==> config.mk <==
export PLATFORM = sky130hd
export DESIGN_NAME = flash_host_ctrl
export DESIGN_NICKNAME = d
export VERILOG_FILES = /design/src/rtl/flash_host_pkg.sv /design/src/rtl/flash_host_ctrl.sv
export SDC_FILE = /design/constraint.sdc
export NUM_CORES = 1
export LEC_CHECK = 0
export BUFFER_PORTS_ARGS = -buffer_cell sky130_fd_sc_hd__buf_2
export CAP_MARGIN = 20
export CELL_PAD_IN_SITES_DETAIL_PLACEMENT = 0
export CELL_PAD_IN_SITES_GLOBAL_PLACEMENT = 1
export CORE_AREA = 10 10 186 118
export DETAILED_ROUTE_END_ITERATION = 12
export DIE_AREA = 0 0 196 128
export MAX_ROUTING_LAYER = met4
export PLACE_DENSITY = 0.75
export SYNTH_ARGS = -nofsm -noshare
export SYNTH_HDL_FRONTEND = slang
export SYNTH_SLANG_ARGS = --single-unit
==> constraint.sdc <==
create_clock -name clock -period 4.18 [get_ports clock]
set_clock_uncertainty 0.2 [all_clocks]
set_input_delay 0.836 -clock clock [delete_from_list [all_inputs] [get_ports clock]]
set_output_delay 0.836 -clock clock [all_outputs]
set_load 0.01 [all_outputs]
==> src/rtl/flash_host_pkg.sv <==
package flash_host_pkg;
  // ==========================================================
  // register map of the controller, word aligned
  localparam logic [7:0] REG_CTRL = 8'h00;
  localparam logic [7:0] REG_ADDR = 8'h04;
  localparam logic [7:0] REG_WDATA = 8'h08;
  localparam logic [7:0] REG_STATUS = 8'h0C;
  localparam logic [7:0] REG_RDATA = 8'h10;
  localparam int CTRL_OP_LSB = 0;
  localparam int CTRL_HWRST_BIT = 8;
  localparam int ST_BUSY_BIT = 0;
  localparam int ST_RDY_BIT = 1;
  localparam int ST_REFUSED_BIT = 2;
  localparam int ST_WINDOW_BIT = 3;
  localparam int ST_PENDING_BIT = 4;

  // ==========================================================
  // operations that software may order
  localparam logic [2:0] OP_READ = 3'h0;
  localparam logic [2:0] OP_PROGRAM = 3'h1;
  localparam logic [2:0] OP_CHIP_ERASE = 3'h2;
  localparam logic [2:0] OP_SECTOR_ERASE = 3'h3;
  localparam logic [2:0] OP_ADD_SECTOR = 3'h4;
  localparam logic [2:0] OP_SUSPEND = 3'h5;
  localparam logic [2:0] OP_RESUME = 3'h6;
  localparam logic [2:0] OP_RESET_CMD = 3'h7;

  // ==========================================================
  // device command codes and unlock addresses
  localparam logic [7:0] CMD_UNLOCK1 = 8'hAA;
  localparam logic [7:0] CMD_UNLOCK2 = 8'h55;
  localparam logic [7:0] CMD_PROGRAM = 8'hA0;
  localparam logic [7:0] CMD_ERASE_SETUP = 8'h80;
  localparam logic [7:0] CMD_CHIP_ERASE = 8'h10;
  localparam logic [7:0] CMD_SECTOR_ERASE = 8'h30;
  localparam logic [7:0] CMD_SUSPEND = 8'hB0;
  localparam logic [7:0] CMD_RESUME = 8'h30;
  localparam logic [7:0] CMD_RESET = 8'hF0;
  localparam logic [21:0] ADDR_UNLOCK1 = 22'h000555;
  localparam logic [21:0] ADDR_UNLOCK2 = 22'h0002AA;
  localparam logic [21:0] ADDR_DONT_CARE = 22'h000000;
  localparam int SECTOR_LSB = 16;
  localparam int SECTOR_MSB = 21;
  localparam logic [2:0] LEN_PROGRAM = 3'h4;
  localparam logic [2:0] LEN_ERASE = 3'h6;
  localparam logic [2:0] LEN_SINGLE = 3'h1;

  // ==========================================================
  // timing, figures in their own unit, counts derived at 100 MHz
  localparam int CLK_MHZ = 100;
  localparam int WE_LOW_NS = 50;
  localparam int READ_NS = 90;
  localparam int GAP_NS = 20;
  localparam int RESET_LOW_NS = 500;
  localparam int RDY_SETTLE_NS = 100;
  localparam int WINDOW_US = 50;
  localparam int WINDOW_MARGIN_US = 10;
  localparam int WE_LOW_CYC = (WE_LOW_NS * CLK_MHZ + 999) / 1000;
  localparam int READ_CYC = (READ_NS * CLK_MHZ + 999) / 1000;
  localparam int GAP_CYC = (GAP_NS * CLK_MHZ + 999) / 1000;
  localparam int RESET_LOW_CYC = (RESET_LOW_NS * CLK_MHZ + 999) / 1000;
  localparam int RDY_SETTLE_CYC = (RDY_SETTLE_NS * CLK_MHZ + 999) / 1000;
  // longest safe spacing, the window less a 10 us margin
  localparam int WINDOW_CYC = (WINDOW_US - WINDOW_MARGIN_US) * CLK_MHZ;

  // ==========================================================
  // pins driven toward the flash
  typedef struct packed {
    logic reset_n;
    logic ce_n;
    logic we_n;
    logic oe_n;
    logic dq_oe_n;
    logic [21:0] addr;
    logic [7:0] dq_out;
  } flash_bus_t;

  localparam flash_bus_t FLASH_IDLE = '{reset_n: 1'b1, ce_n: 1'b1, we_n: 1'b1, oe_n: 1'b1,
                                         dq_oe_n: 1'b1, addr: 22'h000000, dq_out: 8'h00};
endpackage

==> src/rtl/flash_host_ctrl.sv <==
// Functional notes
// RULE1 - program is two unlocks, set-up command, then address with data byte.
// RULE2 - device makes its own program pulses; host just waits for ready.
// RULE3 - after an algorithm the device is back in read mode.
// RULE4 - device ignores commands while programming; host sends none then.
// RULE5 - hardware reset aborts programming; reissue once back in read mode.
// RULE6 - programming only clears bits; a 1 needs an erase.
// RULE7 - bytes may be programmed in any address order.
// RULE8 - chip erase is six writes: unlocks, set-up, unlocks, chip erase.
// RULE9 - the erase algorithm preprograms itself; host never preprograms.
// RULE10 - chip erase ignores commands; only hardware reset stops it.
// RULE11 - sector erase is six writes ending with sector address and erase command.
// RULE12 - a 50 us window accepts further sector erase writes.
// RULE13 - window timer starts on the rising write strobe of the last write.
// RULE14 - host spaces extra sector writes under 50 us apart.
// RULE15 - any other command in the window returns device to read mode.
// RULE16 - device shows a flag telling whether the window has expired.
// RULE17 - during sector erase only suspend is accepted; reset pin aborts.
// RULE18 - suspend works only in sector erase or its window; address ignored.
// RULE19 - suspend takes at most 20 us, or at once within the window.
// RULE20 - while suspended, other sectors read and program normally.
// RULE21 - identification read allowed while suspended; exit restores suspend.
// RULE22 - resume continues the erase; repeats ignored; suspend may follow again.
// RULE23 - polling bit or both toggle bits tell erasing from suspended.
// RULE24 - address taken at later falling edge, data at first rising edge.
// RULE25 - wrong or misordered writes send the device back to read mode.
// RULE26 - write only with select and write strobe low, output strobe high.
// RULE27 - sector chosen by the upper six address bits.
// RULE28 - algorithm durations hold ready_busy_n low throughout.
// RULE29 - suspend, resume and reset checked every cycle; suspend and resume are refused here while the sequencer is busy.
module flash_host_ctrl #(
  parameter int WINDOW_CYCLES = flash_host_pkg::WINDOW_CYC
) (
  input wire logic clock,
  input wire logic rst,
  input wire logic wb_cyc_i,
  input wire logic wb_stb_i,
  input wire logic wb_we_i,
  input wire logic [7:0] wb_adr_i,
  input wire logic [3:0] wb_sel_i,
  input wire logic [31:0] wb_dat_i,
  output logic [31:0] wb_dat_o,
  output logic wb_ack_o,
  output flash_host_pkg::flash_bus_t flash_q,
  input wire logic [7:0] flash_dq_in,
  input wire logic ready_busy_n
);
  typedef enum logic [2:0] {st_idle, st_setup, st_strobe, st_hold, st_gap, st_rst_pulse, st_rst_wait,
                            st_busy_wait} state_t;

  // ==========================================================
  // command sequence table
  function automatic logic [29:0] step_word(input logic [2:0] op, input logic [2:0] idx,
                                            input logic [21:0] a, input logic [7:0] d);
    logic [29:0] w;
    w = {a, d};
    case (op)
      flash_host_pkg::OP_PROGRAM, flash_host_pkg::OP_CHIP_ERASE, flash_host_pkg::OP_SECTOR_ERASE: begin
        case (idx)
          3'h0: w = {flash_host_pkg::ADDR_UNLOCK1, flash_host_pkg::CMD_UNLOCK1}; // [RULE1] [RULE8] [RULE11]
          3'h1: w = {flash_host_pkg::ADDR_UNLOCK2, flash_host_pkg::CMD_UNLOCK2};
          3'h2: w = {flash_host_pkg::ADDR_UNLOCK1, (op == flash_host_pkg::OP_PROGRAM) ?
                     flash_host_pkg::CMD_PROGRAM : flash_host_pkg::CMD_ERASE_SETUP};
          3'h3: w = (op == flash_host_pkg::OP_PROGRAM) ? {a, d} :
                    {flash_host_pkg::ADDR_UNLOCK1, flash_host_pkg::CMD_UNLOCK1};
          3'h4: w = {flash_host_pkg::ADDR_UNLOCK2, flash_host_pkg::CMD_UNLOCK2};
          default: w = (op == flash_host_pkg::OP_CHIP_ERASE) ?
                       {flash_host_pkg::ADDR_UNLOCK1, flash_host_pkg::CMD_CHIP_ERASE} :
                       {a, flash_host_pkg::CMD_SECTOR_ERASE}; // [RULE27]
        endcase
      end
      flash_host_pkg::OP_ADD_SECTOR: w = {a, flash_host_pkg::CMD_SECTOR_ERASE}; // [RULE12]
      flash_host_pkg::OP_SUSPEND: w = {flash_host_pkg::ADDR_DONT_CARE, flash_host_pkg::CMD_SUSPEND}; // [RULE18]
      flash_host_pkg::OP_RESUME: w = {flash_host_pkg::ADDR_DONT_CARE, flash_host_pkg::CMD_RESUME}; // [RULE22]
      flash_host_pkg::OP_RESET_CMD: w = {flash_host_pkg::ADDR_DONT_CARE, flash_host_pkg::CMD_RESET};
      default: w = {a, 8'h00};
    endcase
    return w;
  endfunction

  function automatic logic [2:0] seq_len(input logic [2:0] op);
    logic [2:0] n;
    n = flash_host_pkg::LEN_SINGLE;
    if (op == flash_host_pkg::OP_PROGRAM) begin
      n = flash_host_pkg::LEN_PROGRAM;
    end else if (op == flash_host_pkg::OP_CHIP_ERASE || op == flash_host_pkg::OP_SECTOR_ERASE) begin
      n = flash_host_pkg::LEN_ERASE;
    end
    return n;
  endfunction

  state_t state_q, state_d;
  logic [15:0] tmr_q;
  logic [2:0] idx_q, op_q;
  logic [21:0] addr_q;
  logic [7:0] wdata_q, rdata_q;
  logic refused_q, pending_q;
  logic [15:0] win_q;

  // ==========================================================
  // wishbone decode
  wire logic bus_req = wb_cyc_i && wb_stb_i && !wb_ack_o;
  wire logic bus_wr = wb_cyc_i && wb_stb_i && wb_ack_o && wb_we_i && wb_sel_i[0]; // lands where master sees ack
  wire logic ctrl_wr = bus_wr && wb_adr_i == flash_host_pkg::REG_CTRL;
  wire logic idle = state_q == st_idle;
  wire logic win_open = pending_q && win_q < 16'(WINDOW_CYCLES);
  wire logic [2:0] new_op = wb_dat_i[flash_host_pkg::CTRL_OP_LSB +: 3];
  wire logic hw_rst_req = ctrl_wr && wb_dat_i[flash_host_pkg::CTRL_HWRST_BIT];
  // an added sector outside the window could start erasing early, so refuse it
  wire logic add_bad = new_op == flash_host_pkg::OP_ADD_SECTOR && !win_open; // [RULE14]
  wire logic start = ctrl_wr && idle && !hw_rst_req && !add_bad;
  wire logic refuse = ctrl_wr && !hw_rst_req && (!idle || add_bad);
  wire logic clr_refused = bus_wr && wb_adr_i == flash_host_pkg::REG_STATUS && wb_dat_i[flash_host_pkg::ST_REFUSED_BIT];
  wire logic last_step = idx_q == seq_len(op_q) - 3'h1;
  wire logic is_read = op_q == flash_host_pkg::OP_READ;
  wire logic waits_ready = op_q == flash_host_pkg::OP_PROGRAM || op_q == flash_host_pkg::OP_CHIP_ERASE;
  wire logic tmr_done = tmr_q == 16'h0000;
  // setup loads the pins from the step that comes next, not from the one just ended
  wire logic [2:0] op_d = start ? new_op : op_q;
  wire logic [2:0] idx_d = start ? 3'h0 : (state_q == st_gap && tmr_done && !last_step) ? idx_q + 3'h1 : idx_q;
  wire logic read_d = op_d == flash_host_pkg::OP_READ;
  wire logic [29:0] cur_word = step_word(op_d, idx_d, addr_q, wdata_q);
  wire logic erase_mark = state_q == st_strobe && tmr_done && last_step &&
                          (op_q == flash_host_pkg::OP_SECTOR_ERASE || op_q == flash_host_pkg::OP_ADD_SECTOR);
  wire logic [31:0] status_word = {27'h0000000, pending_q, win_open, refused_q, ready_busy_n, !idle};
  wire logic [31:0] rd_mux = (wb_adr_i == flash_host_pkg::REG_ADDR) ? {10'h000, addr_q} :
                             (wb_adr_i == flash_host_pkg::REG_WDATA) ? {24'h000000, wdata_q} :
                             (wb_adr_i == flash_host_pkg::REG_STATUS) ? status_word :
                             (wb_adr_i == flash_host_pkg::REG_RDATA) ? {24'h000000, rdata_q} : 32'h00000000;

  // ==========================================================
  // bus slave, ack one cycle after the request
  always_ff @(posedge clock) begin
    wb_ack_o <= !rst && bus_req;
    wb_dat_o <= rst ? 32'h00000000 : rd_mux;
    if (rst) begin
      addr_q <= 22'h000000;
      wdata_q <= 8'h00;
    end else if (bus_wr && idle && wb_adr_i == flash_host_pkg::REG_ADDR) begin
      addr_q <= wb_dat_i[21:0];
    end else if (bus_wr && idle && wb_adr_i == flash_host_pkg::REG_WDATA) begin
      wdata_q <= wb_dat_i[7:0];
    end
  end

  // sticky refusal, a new refusal beats the clear
  always_ff @(posedge clock) begin
    refused_q <= !rst && (refuse || (refused_q && !clr_refused));
  end

  // window timer restarts at the rising strobe of each sector write
  always_ff @(posedge clock) begin
    if (rst || hw_rst_req) begin
      pending_q <= 1'b0;
      win_q <= 16'h0000;
    end else if (erase_mark) begin
      pending_q <= 1'b1; // [RULE13]
      win_q <= 16'h0000;
    end else if (start && new_op != flash_host_pkg::OP_ADD_SECTOR) begin
      pending_q <= 1'b0; // [RULE15] [RULE19]
    end else if (win_q != 16'hFFFF) begin
      win_q <= win_q + 16'h0001;
    end
  end

  // ==========================================================
  // pin sequencer, next state
  always_comb begin
    state_d = state_q;
    case (state_q)
      st_idle: state_d = hw_rst_req ? st_rst_pulse : (start ? st_setup : st_idle);
      st_setup: state_d = st_strobe;
      st_strobe: state_d = tmr_done ? st_hold : st_strobe;
      st_hold: state_d = st_gap;
      st_gap: state_d = !tmr_done ? st_gap : (!last_step ? st_setup : (waits_ready ? st_busy_wait : st_idle));
      st_rst_pulse: state_d = tmr_done ? st_rst_wait : st_rst_pulse;
      st_rst_wait: state_d = tmr_done && ready_busy_n ? st_idle : st_rst_wait; // [RULE5]
      st_busy_wait: state_d = tmr_done && ready_busy_n ? st_idle : st_busy_wait; // [RULE2] [RULE3] [RULE28]
      default: state_d = st_idle;
    endcase
    if (hw_rst_req) begin
      state_d = st_rst_pulse; // [RULE29]
    end
  end

  // sequencer registers and pins; strobes released before data so data is latched cleanly
  always_ff @(posedge clock) begin
    if (rst) begin
      state_q <= st_idle;
      tmr_q <= 16'h0000;
      idx_q <= 3'h0;
      op_q <= flash_host_pkg::OP_READ;
      rdata_q <= 8'h00;
      flash_q <= flash_host_pkg::FLASH_IDLE;
    end else begin
      state_q <= state_d;
      op_q <= op_d;
      idx_q <= idx_d; // [RULE25]
      if (state_q == st_strobe && tmr_done && is_read) begin
        rdata_q <= flash_dq_in;
      end
      case (state_d)
        st_setup: begin
          tmr_q <= 16'(read_d ? flash_host_pkg::READ_CYC : flash_host_pkg::WE_LOW_CYC);
          flash_q <= '{reset_n: 1'b1, ce_n: 1'b0, we_n: 1'b1, oe_n: 1'b1, dq_oe_n: read_d,
                       addr: cur_word[29:8], dq_out: cur_word[7:0]}; // [RULE24]
        end
        st_strobe: begin
          tmr_q <= tmr_done ? 16'h0000 : tmr_q - 16'h0001;
          flash_q.we_n <= is_read; // [RULE26]
          flash_q.oe_n <= !is_read;
        end
        st_hold: begin
          flash_q.we_n <= 1'b1;
          flash_q.oe_n <= 1'b1;
          tmr_q <= 16'(flash_host_pkg::GAP_CYC);
        end
        st_gap: begin
          flash_q.ce_n <= 1'b1;
          flash_q.dq_oe_n <= 1'b1;
          tmr_q <= tmr_done ? 16'h0000 : tmr_q - 16'h0001;
        end
        st_rst_pulse: begin
          flash_q <= '{reset_n: 1'b0, ce_n: 1'b1, we_n: 1'b1, oe_n: 1'b1, dq_oe_n: 1'b1,
                       addr: 22'h000000, dq_out: 8'h00};
          tmr_q <= (state_q != st_rst_pulse) ? 16'(flash_host_pkg::RESET_LOW_CYC - 1) :
                   (tmr_done ? 16'(flash_host_pkg::RDY_SETTLE_CYC - 1) : tmr_q - 16'h0001);
        end
        st_rst_wait, st_busy_wait: begin
          flash_q.reset_n <= 1'b1;
          // ready_busy_n is only valid a short time after the last strobe
          tmr_q <= (state_q == st_gap || state_q == st_rst_pulse) ? 16'(flash_host_pkg::RDY_SETTLE_CYC - 1) :
                   (tmr_done ? 16'h0000 : tmr_q - 16'h0001);
        end
        default: begin
          flash_q.reset_n <= 1'b1;
          tmr_q <= 16'h0000;
        end
      endcase
    end
  end

  // ==========================================================
  // checks
  chk_write_strobe_excl: assert property (@(posedge clock) disable iff (rst) // [RULE26]
    !flash_q.we_n |-> flash_q.oe_n && !flash_q.ce_n && !flash_q.dq_oe_n)
    else $error("write strobe low without select, or with output strobe low");
  chk_strobe_width: assert property (@(posedge clock) disable iff (rst) // [RULE24]
    $fell(flash_q.we_n) |-> !flash_q.we_n [*5] ##1 flash_q.we_n && !flash_q.ce_n)
    else $error("write strobe width wrong or select released first");
  chk_program_unlock: assert property (@(posedge clock) disable iff (rst) // [RULE1]
    start && new_op == flash_host_pkg::OP_PROGRAM |-> ##2 flash_q.addr == flash_host_pkg::ADDR_UNLOCK1 &&
    flash_q.dq_out == flash_host_pkg::CMD_UNLOCK1)
    else $error("program sequence does not open with first unlock");
  chk_chip_last_cmd: assert property (@(posedge clock) disable iff (rst) // [RULE8]
    !flash_q.we_n && op_q == flash_host_pkg::OP_CHIP_ERASE && idx_q == 3'h5 |->
    flash_q.dq_out == flash_host_pkg::CMD_CHIP_ERASE)
    else $error("chip erase sixth write carries wrong command");
  chk_sector_bits: assert property (@(posedge clock) disable iff (rst) // [RULE27]
    !flash_q.we_n && op_q == flash_host_pkg::OP_SECTOR_ERASE && idx_q == 3'h5 |->
    flash_q.addr[flash_host_pkg::SECTOR_MSB:flash_host_pkg::SECTOR_LSB] ==
    addr_q[flash_host_pkg::SECTOR_MSB:flash_host_pkg::SECTOR_LSB] && flash_q.dq_out == flash_host_pkg::CMD_SECTOR_ERASE)
    else $error("sector erase write has wrong sector or command");
  chk_add_in_window: assert property (@(posedge clock) disable iff (rst) // [RULE14]
    ctrl_wr && !hw_rst_req && new_op == flash_host_pkg::OP_ADD_SECTOR && !win_open |=> refused_q)
    else $error("extra sector write outside the window not refused");
  chk_reset_pulse: assert property (@(posedge clock) disable iff (rst) // [RULE5]
    $fell(flash_q.reset_n) |-> !flash_q.reset_n [*8])
    else $error("reset pulse too short");
  chk_busy_release: assert property (@(posedge clock) disable iff (rst) // [RULE28]
    state_q == st_busy_wait && tmr_done && ready_busy_n && !hw_rst_req |=> idle)
    else $error("sequencer did not leave busy wait on ready");
  chk_no_cmd_busy: assert property (@(posedge clock) disable iff (rst) // [RULE4]
    state_q == st_busy_wait |-> flash_q.we_n && flash_q.ce_n)
    else $error("command written while device is busy");
  chk_ack_pulse: assert property (@(posedge clock) disable iff (rst)
    wb_ack_o |=> !wb_ack_o)
    else $error("ack held for more than one cycle");

  cov_program: cover property (@(posedge clock) disable iff (rst)
    state_q == st_busy_wait && op_q == flash_host_pkg::OP_PROGRAM ##1 idle);
  cov_add_sector: cover property (@(posedge clock) disable iff (rst)
    start && new_op == flash_host_pkg::OP_ADD_SECTOR);
  cov_read: cover property (@(posedge clock) disable iff (rst)
    state_q == st_strobe && is_read && tmr_done);
  cov_hw_reset: cover property (@(posedge clock) disable iff (rst)
    state_q == st_rst_wait ##1 idle);
endmodule // flash_host_ctrl

==> results of run 1 <==
flip-flops by register name, indices dropped and copies added (netlist names):
name and flops:
wb_dat_o 22, wb_ack_o 1, refused_q 1, pending_q 1, rdata_q 8, wdata_q 8
op_q 3, tmr_q 16, addr_q 22, state_q 3, flash_q 35, win_q 16
idx_q 3
cells in the mapped netlist, types with 11 or more instances:
cell type,number
dfxtp_1,139
nor2_1,102
nand2_1,101
a21oi_1,49
clkbuf_1,30
nor3_1,27
mux2i_1,22
o21ai_0,21
and2_1,19
nand3_1,18
xor2_1,17
xnor2_1,16
a22o_1,15
o21ai_1,15
buf_4,12
nand4_1,11
routing by layer:
metal  vias to the layer above  share of wire, %
li1                       2822                 -
met1                      2588                54
met2                       144                39
met3                        14               7.2
met4                         0              0.64
met5                         -                 0
critical path: stages:
cell	delay (ps)
buf_2	100
or4_1	530
or4_1	660
a211o_1	380
a21oi_4	190
a31oi_1	80
a221o_1	430
a31oi_4	270
o21ai_1	100
cell type report:
type,instances,area share [%]
diodes,2,0.0658
clock buffers,20,5.87
clock inverters,12,1.53
inverters,5,0.247
multi-input cells,563,42.5
flip-flops and latches,139,36.6
well taps,246,4.05
repair buffers,127,9.18
how the worst min path moves through the flow:
stage               from  cells past startpoint  slack, ps     endpoint
3_5_place_dp    wb_ack_o                      1        230     wb_ack_o
6_report        wb_ack_o                      1        240     wb_ack_o
5_1_grt         wb_ack_o                      1        270     wb_ack_o
3_3_place_gp    wb_ack_o                      1        230     wb_ack_o
4_1_cts         wb_ack_o                      1        240     wb_ack_o
2_1_floorplan  addr_q[9]                      2        240  flash_q[17]
kinds of logic (layout without fill, tap and decap cells):
family	Yosys count	after routing
other	1	12
DFF	139	139
adders and majority gates	4	4
and+or+nand+nor	340	340
buffers and inverters	54	164
xor gates and xnor gates	33	33
AOI/OAI and AO/OA	153	153
muxes	23	23
stage by stage:
step                      total power [W]  std cells
final                             0.00285       1114
after detailed placement          0.00143       1080
after global placement            0.00143       1080
after CTS                         0.00287       1112
after floorplan                   0.00140        756
after global routing              0.00294       1114
power groups by stage:
stage          Combinational, W  Sequential [W]  Clock (W)
4_1_cts               0.0000730         0.00133    0.00147
2_1_floorplan         0.0000411         0.00136          0
3_5_place_dp          0.0000729         0.00136          0
3_3_place_gp          0.0000719         0.00136          0
6_report              0.0000738         0.00133    0.00144
5_1_grt               0.0000816         0.00133    0.00153
==> impl_metrics.env, run 1 <==
export IMPL_rows=39
export IMPL_place_ws_ps=268
export IMPL_fin_area_sq_mm=0.00761
export IMPL_seq_area_sq_mm=0.00278
export IMPL_gr_total_overflow=0
export IMPL_crit_required_ps=4290
export IMPL_post_cts_setup_buffer_count=0
export IMPL_min_path_type="reg2reg"
export IMPL_die_w_um=196
export IMPL_area_growth_pct=22.0
export IMPL_ys_ff_latch=139
export IMPL_synthAdderAreaFrac_pct=0.803
export IMPL_nFillCells=1937
export IMPL_place_gp_congestion=0.877
export IMPL_synth_cell_types=66
export IMPL_cts_resized_gates=0
export IMPL_gr_usage_met2_pct=19.3
export IMPL_r2r_setup_slack_ps=750
export IMPL_rr_endpoint="tmr_q[3]"
export IMPL_dp_hpwl_um=13800
export IMPL_grt_pass1_wl_um=29100
export IMPL_ir_drop_mv=0.278
export IMPL_drc=0
export IMPL_fin_util_pct=40.8
export IMPL_cts_buffers=17
export IMPL_avgSynthCellArea_sq_um=8.35
export IMPL_synth_top_family_by_area="simple AND/OR/NAND/NOR gates"
export IMPL_leakagePower_nw=3.05
export IMPL_path_class="in2reg"
export IMPL_cp_arrival_ps=3590
export IMPL_synth_xor_area_share_pct=4.63
export IMPL_slew_viol_final=0
export IMPL_tritoncts="built"
export IMPL_slew_headroom_pct=37.5
export IMPL_hold_violations=0
export IMPL_initial_utilization_pct=33.5
export IMPL_die_h_um=128
export IMPL_synth_area_leaders="dfxtp_1 45%, nor2_1 6.1%, nand2_1 6.1%"
export IMPL_synth_ff_type="dfxtp_1"
export IMPL_vias=5568
export IMPL_synth_cell_area_sq_mm=0.00624
export IMPL_antenna_found_initial=2
export IMPL_placed_area_sq_mm=0.00704
export IMPL_htreeDepth=4
export IMPL_crit_path_start_kind="primary input"
export IMPL_yosysSeqAreaShare_pct=44.6
export IMPL_drt_pass1_iterations=5
export IMPL_antenna_left=0
export IMPL_async_reset_ff_share_pct=0
export IMPL_postCtsHoldBufs=0
export IMPL_multi_input_area_sq_mm=0.00323
export IMPL_clk_pin_slew_worst_paths_ps=60
export IMPL_synth_compound_area_share_pct=16.3
export IMPL_clockBufferDepth=2
export IMPL_holdWs_ps=235
export IMPL_reg2reg_depth=8
export IMPL_drive_gt1_share_pct=19.6
export IMPL_synth_cells=747
export IMPL_io_buffers=102
export IMPL_layout_commonest_cell="dfxtp_1"
export IMPL_cp_startpoint="wb_adr_i[1]"
export IMPL_worstReg2RegStart="op_q[2]"
export IMPL_status="completed"
export IMPL_setup_violations=0
export IMPL_design_core_area_sq_mm=0.0186
export IMPL_intPower_w=0.00219
export IMPL_clkSinkCount=139
export IMPL_clk_latency_ps=430
export IMPL_mostFrequentLayoutCells="139 x dfxtp_1, 102 x nor2_1, 102 x buf_2"
export IMPL_grt_pass1_vias=5325
export IMPL_use_met1_pct=21.5
export IMPL_netSwitchingPower_w=0.000655
export IMPL_yosys_warnings=0
export IMPL_clockPowerShare_pct=50.7
export IMPL_cts_root_buf="clkbuf_16"
export IMPL_io_pins=126
export IMPL_grt_max_degree=43
export IMPL_synth_edff_count=0
export IMPL_rsz0062_at_grt="false"
export IMPL_crit_path_end="flash_q[15]"
export IMPL_switching_share_pct=23.0
export IMPL_synth_largest_area_cell="dfxtp_1"
export IMPL_routed_via_density=5.00
export IMPL_yosys_mux_area_fraction_pct=3.71
export IMPL_p_comb_share_pct=2.6
export IMPL_pwr_density_cell_mw_per_mm2=374
export IMPL_busiest_layer="met1"
export IMPL_setup_tns_ps=0
export IMPL_grtUsageMet3_pct=5.25
export IMPL_drt_initial_drc_count=400
export IMPL_fmax_mhz=287
export IMPL_worstMarginPinSlew_ps=938
export IMPL_synth_top_area_share_pct=44.6
export IMPL_wl_um=18400
export IMPL_crit_fanout=8
export IMPL_die_area_sq_mm=0.0251
export IMPL_seq_power_share_pct=46.7
export IMPL_synth_simple_area_share_pct=25.8
export IMPL_setup_ws_ps=701
export IMPL_drv_cap=0
export IMPL_nets=915
export IMPL_routedWlPerCell_um=16.5
export IMPL_end_kind="flop"
export IMPL_fin_crit_sh_pct=83.2
export IMPL_track_usage_pct=15.0
export IMPL_fin_crit_ps=3480
Note: power is estimated with default switching activity, not from simulation.
==> run 2, diff against run 1 <==
Settings changed: PLACE_DENSITY 0.75 to 0.78.
Clock period 4.18 ns to 2.8 ns, I/O delays scaled along.
==> run 2 against run 1 <==
Effect of this change:
- the run now ends with negative setup slack left
- count of clock-buffer cells in the layout down 1
- power rose by 53%
- sequential power grew 49%
- critical endpoint is now flash_q[17]
- largest cell class unchanged
- highest routed layer unchanged
==> impl_metrics.env, run 2 (synthesis results as in run 1) <==
export IMPL_drive_gt1_share_pct=36.4
export IMPL_cp_arrival_ps=3050
export IMPL_switching_share_pct=23.9
export IMPL_crit_path_start_kind="primary input"
export IMPL_clockPowerShare_pct=51.2
export IMPL_place_ws_ps=-642
export IMPL_track_usage_pct=16.4
export IMPL_ir_drop_mv=0.370
export IMPL_drv_cap=0
export IMPL_slew_headroom_pct=63.3
export IMPL_cts_root_buf="clkbuf_16"
export IMPL_drt_pass1_iterations=5
export IMPL_slew_viol_final=0
export IMPL_drc=0
export IMPL_die_w_um=196
export IMPL_initial_utilization_pct=33.5
export IMPL_postCtsHoldBufs=0
export IMPL_clk_pin_slew_worst_paths_ps=70
export IMPL_nets=1054
export IMPL_clockBufferDepth=2
export IMPL_htreeDepth=4
export IMPL_nFillCells=1825
export IMPL_reg2reg_depth=11
export IMPL_min_path_type="in2reg"
export IMPL_worstMarginPinSlew_ps=545
export IMPL_antenna_found_initial=0
export IMPL_layout_commonest_cell="buf_4"
export IMPL_cts_buffers=17
export IMPL_dp_cells=1207
export IMPL_grt_max_degree=36
export IMPL_clkSinkCount=139
export IMPL_intPower_w=0.00331
export IMPL_largestRegisters="flash_q x35, addr_q x22, wb_dat_o x22"
export IMPL_fin_crit_sh_pct=106
export IMPL_r2r_setup_slack_ps=-50
export IMPL_rsz0062_at_grt="true"
export IMPL_final_cells=1251
export IMPL_crit_required_ps=2890
export IMPL_clk_latency_ps=420
export IMPL_antenna_left=0
export IMPL_drt_initial_drc_count=424
export IMPL_setup_violations=29
export IMPL_worstHoldPathCells=3
export IMPL_gr_total_overflow=0
export IMPL_worstReg2RegStart="tmr_q[0]"
export IMPL_dp_hpwl_um=15400
export IMPL_holdWs_ps=178
export IMPL_grt_pass1_wl_um=32500
export IMPL_antenna_cells=0
export IMPL_setup_ws_ps=-158
export IMPL_fmax_mhz=338
export IMPL_tritoncts="built"
export IMPL_routed_via_density=4.92
export IMPL_status="finished, violations left"
export IMPL_end_kind="flop"
export IMPL_netSwitchingPower_w=0.00104
export IMPL_io_pins=126
export IMPL_largest_register_ffs=35
export IMPL_hold_violations=0
export IMPL_seq_area_sq_mm=0.00279
export IMPL_fin_util_pct=48.7
export IMPL_area_growth_pct=45.5
export IMPL_rr_endpoint="flash_q[17]"
export IMPL_wl_um=20600
export IMPL_die_h_um=128
export IMPL_seq_power_share_pct=45.6
export IMPL_design_core_area_sq_mm=0.0186
export IMPL_io_buffers=102
export IMPL_vias=6157
export IMPL_path_class="in2reg"
export IMPL_mostFrequentLayoutCells="156 x buf_4, 136 x dfxtp_1, 101 x buf_2"
export IMPL_multi_input_area_sq_mm=0.00359
export IMPL_place_gp_congestion=0.902
export IMPL_hp_start="wb_dat_i[13]"
export IMPL_rows=39
export IMPL_die_area_sq_mm=0.0251
export IMPL_crit_fanout=7
export IMPL_routedWlPerCell_um=16.5
export IMPL_leakagePower_nw=3.86
export IMPL_whs_endpoint="addr_q[13]"
export IMPL_violations="negative setup slack"
export IMPL_p_comb_share_pct=3.2
export IMPL_grt_pass1_vias=5974
export IMPL_pwr_density_cell_mw_per_mm2=480
export IMPL_top_register="flash_q"
export IMPL_fin_crit_ps=2960
export IMPL_setup_tns_ps=-2900
[run 2: cell types whose count changed in the layout (fill, tap and decap cells not counted), moves of 5 or more]
| cell | delta |
|---|---|
| a21oi_1 | -6 |
| a21oi_2 | +6 |
| buf_4 | +131 |
| buf_6 | +5 |
| nor3_1 | -10 |
| nor3_2 | +9 |
| o21ai_0 | -6 |
| o21ai_1 | +5 |
[run 2: area by class of cell]
class | count | area share (%)
Inverter | 5 | 0.207
Timing Repair Buffer | 265 | 19.8
Clock inverter | 13 | 1.49
Sequential cell | 139 | 30.7
Tap cell | 246 | 3.39
Multi-Input combinational cell | 564 | 39.5
Clock buffer | 19 | 4.88
[run 2: timing repair]
action | 4_1_cts | 5_1_grt
endpoints found under the hold margin | 0 | 0
buffers inserted | 1 | 10
endpoints found under the setup margin | 47 | 50
pin swaps | 8 | 17
resized for setup | 28 | 52
gates cloned | 1 | 1
[run 2: per-stage QoR]
step / power, W / area, sq um
4_1_cts: 0.00437 / 8800
5_1_grt: 0.00448 / 9070
3_3_place_gp: 0.00216 / 8070
6_report: 0.00435 / 9070
2_1_floorplan: 0.00209 / 6310
3_5_place_dp: 0.00216 / 8070
[run 2: worst max path at each step]
stage                start     endpoint  slack (ps)  depth (start not counted)
4_1_cts        wb_adr_i[1]   flash_q[9]        -120                          9
3_5_place_dp   wb_adr_i[1]   flash_q[3]        -640                          9
2_1_floorplan  wb_adr_i[1]  flash_q[17]        -530                         10
6_report       wb_adr_i[1]  flash_q[17]        -160                          9
3_3_place_gp   wb_adr_i[1]   flash_q[3]        -590                         10
5_1_grt        wb_adr_i[0]  flash_q[17]        -210                          9
[run 2: worst max-delay path, stage by stage]
cell and delay [ps]:
buf_6 90, or4_4 530, or4_4 590, a211o_4 320
a21oi_4 140, a31oi_2 60, a221o_2 400, a31oi_4 250
o21ai_1 90
[run 2: routing by layer]
metal / track usage, % / share of wire, % / up-vias / routed length [um]
li1: - / - / 3087 / -
met1: 24.6 / 55 / 2908 / 11300
met2: 21.7 / 40 / 151 / 8190
met3: 3.27 / 4.9 / 11 / 1020
met4: 3.18 / 0.64 / 0 / 133
met5: - / 0 / - / 0
[run 2: power by group through the flow]
stage	Clock (W)	Sequential [W]	Combinational (W)
floorplan	0	0.00203	0.0000619
global placement	0	0.00203	0.000129
detailed placement	0	0.00203	0.000128
CTS	0.00225	0.00198	0.000134
global route	0.00234	0.00198	0.000152
finish	0.00223	0.00198	0.000138
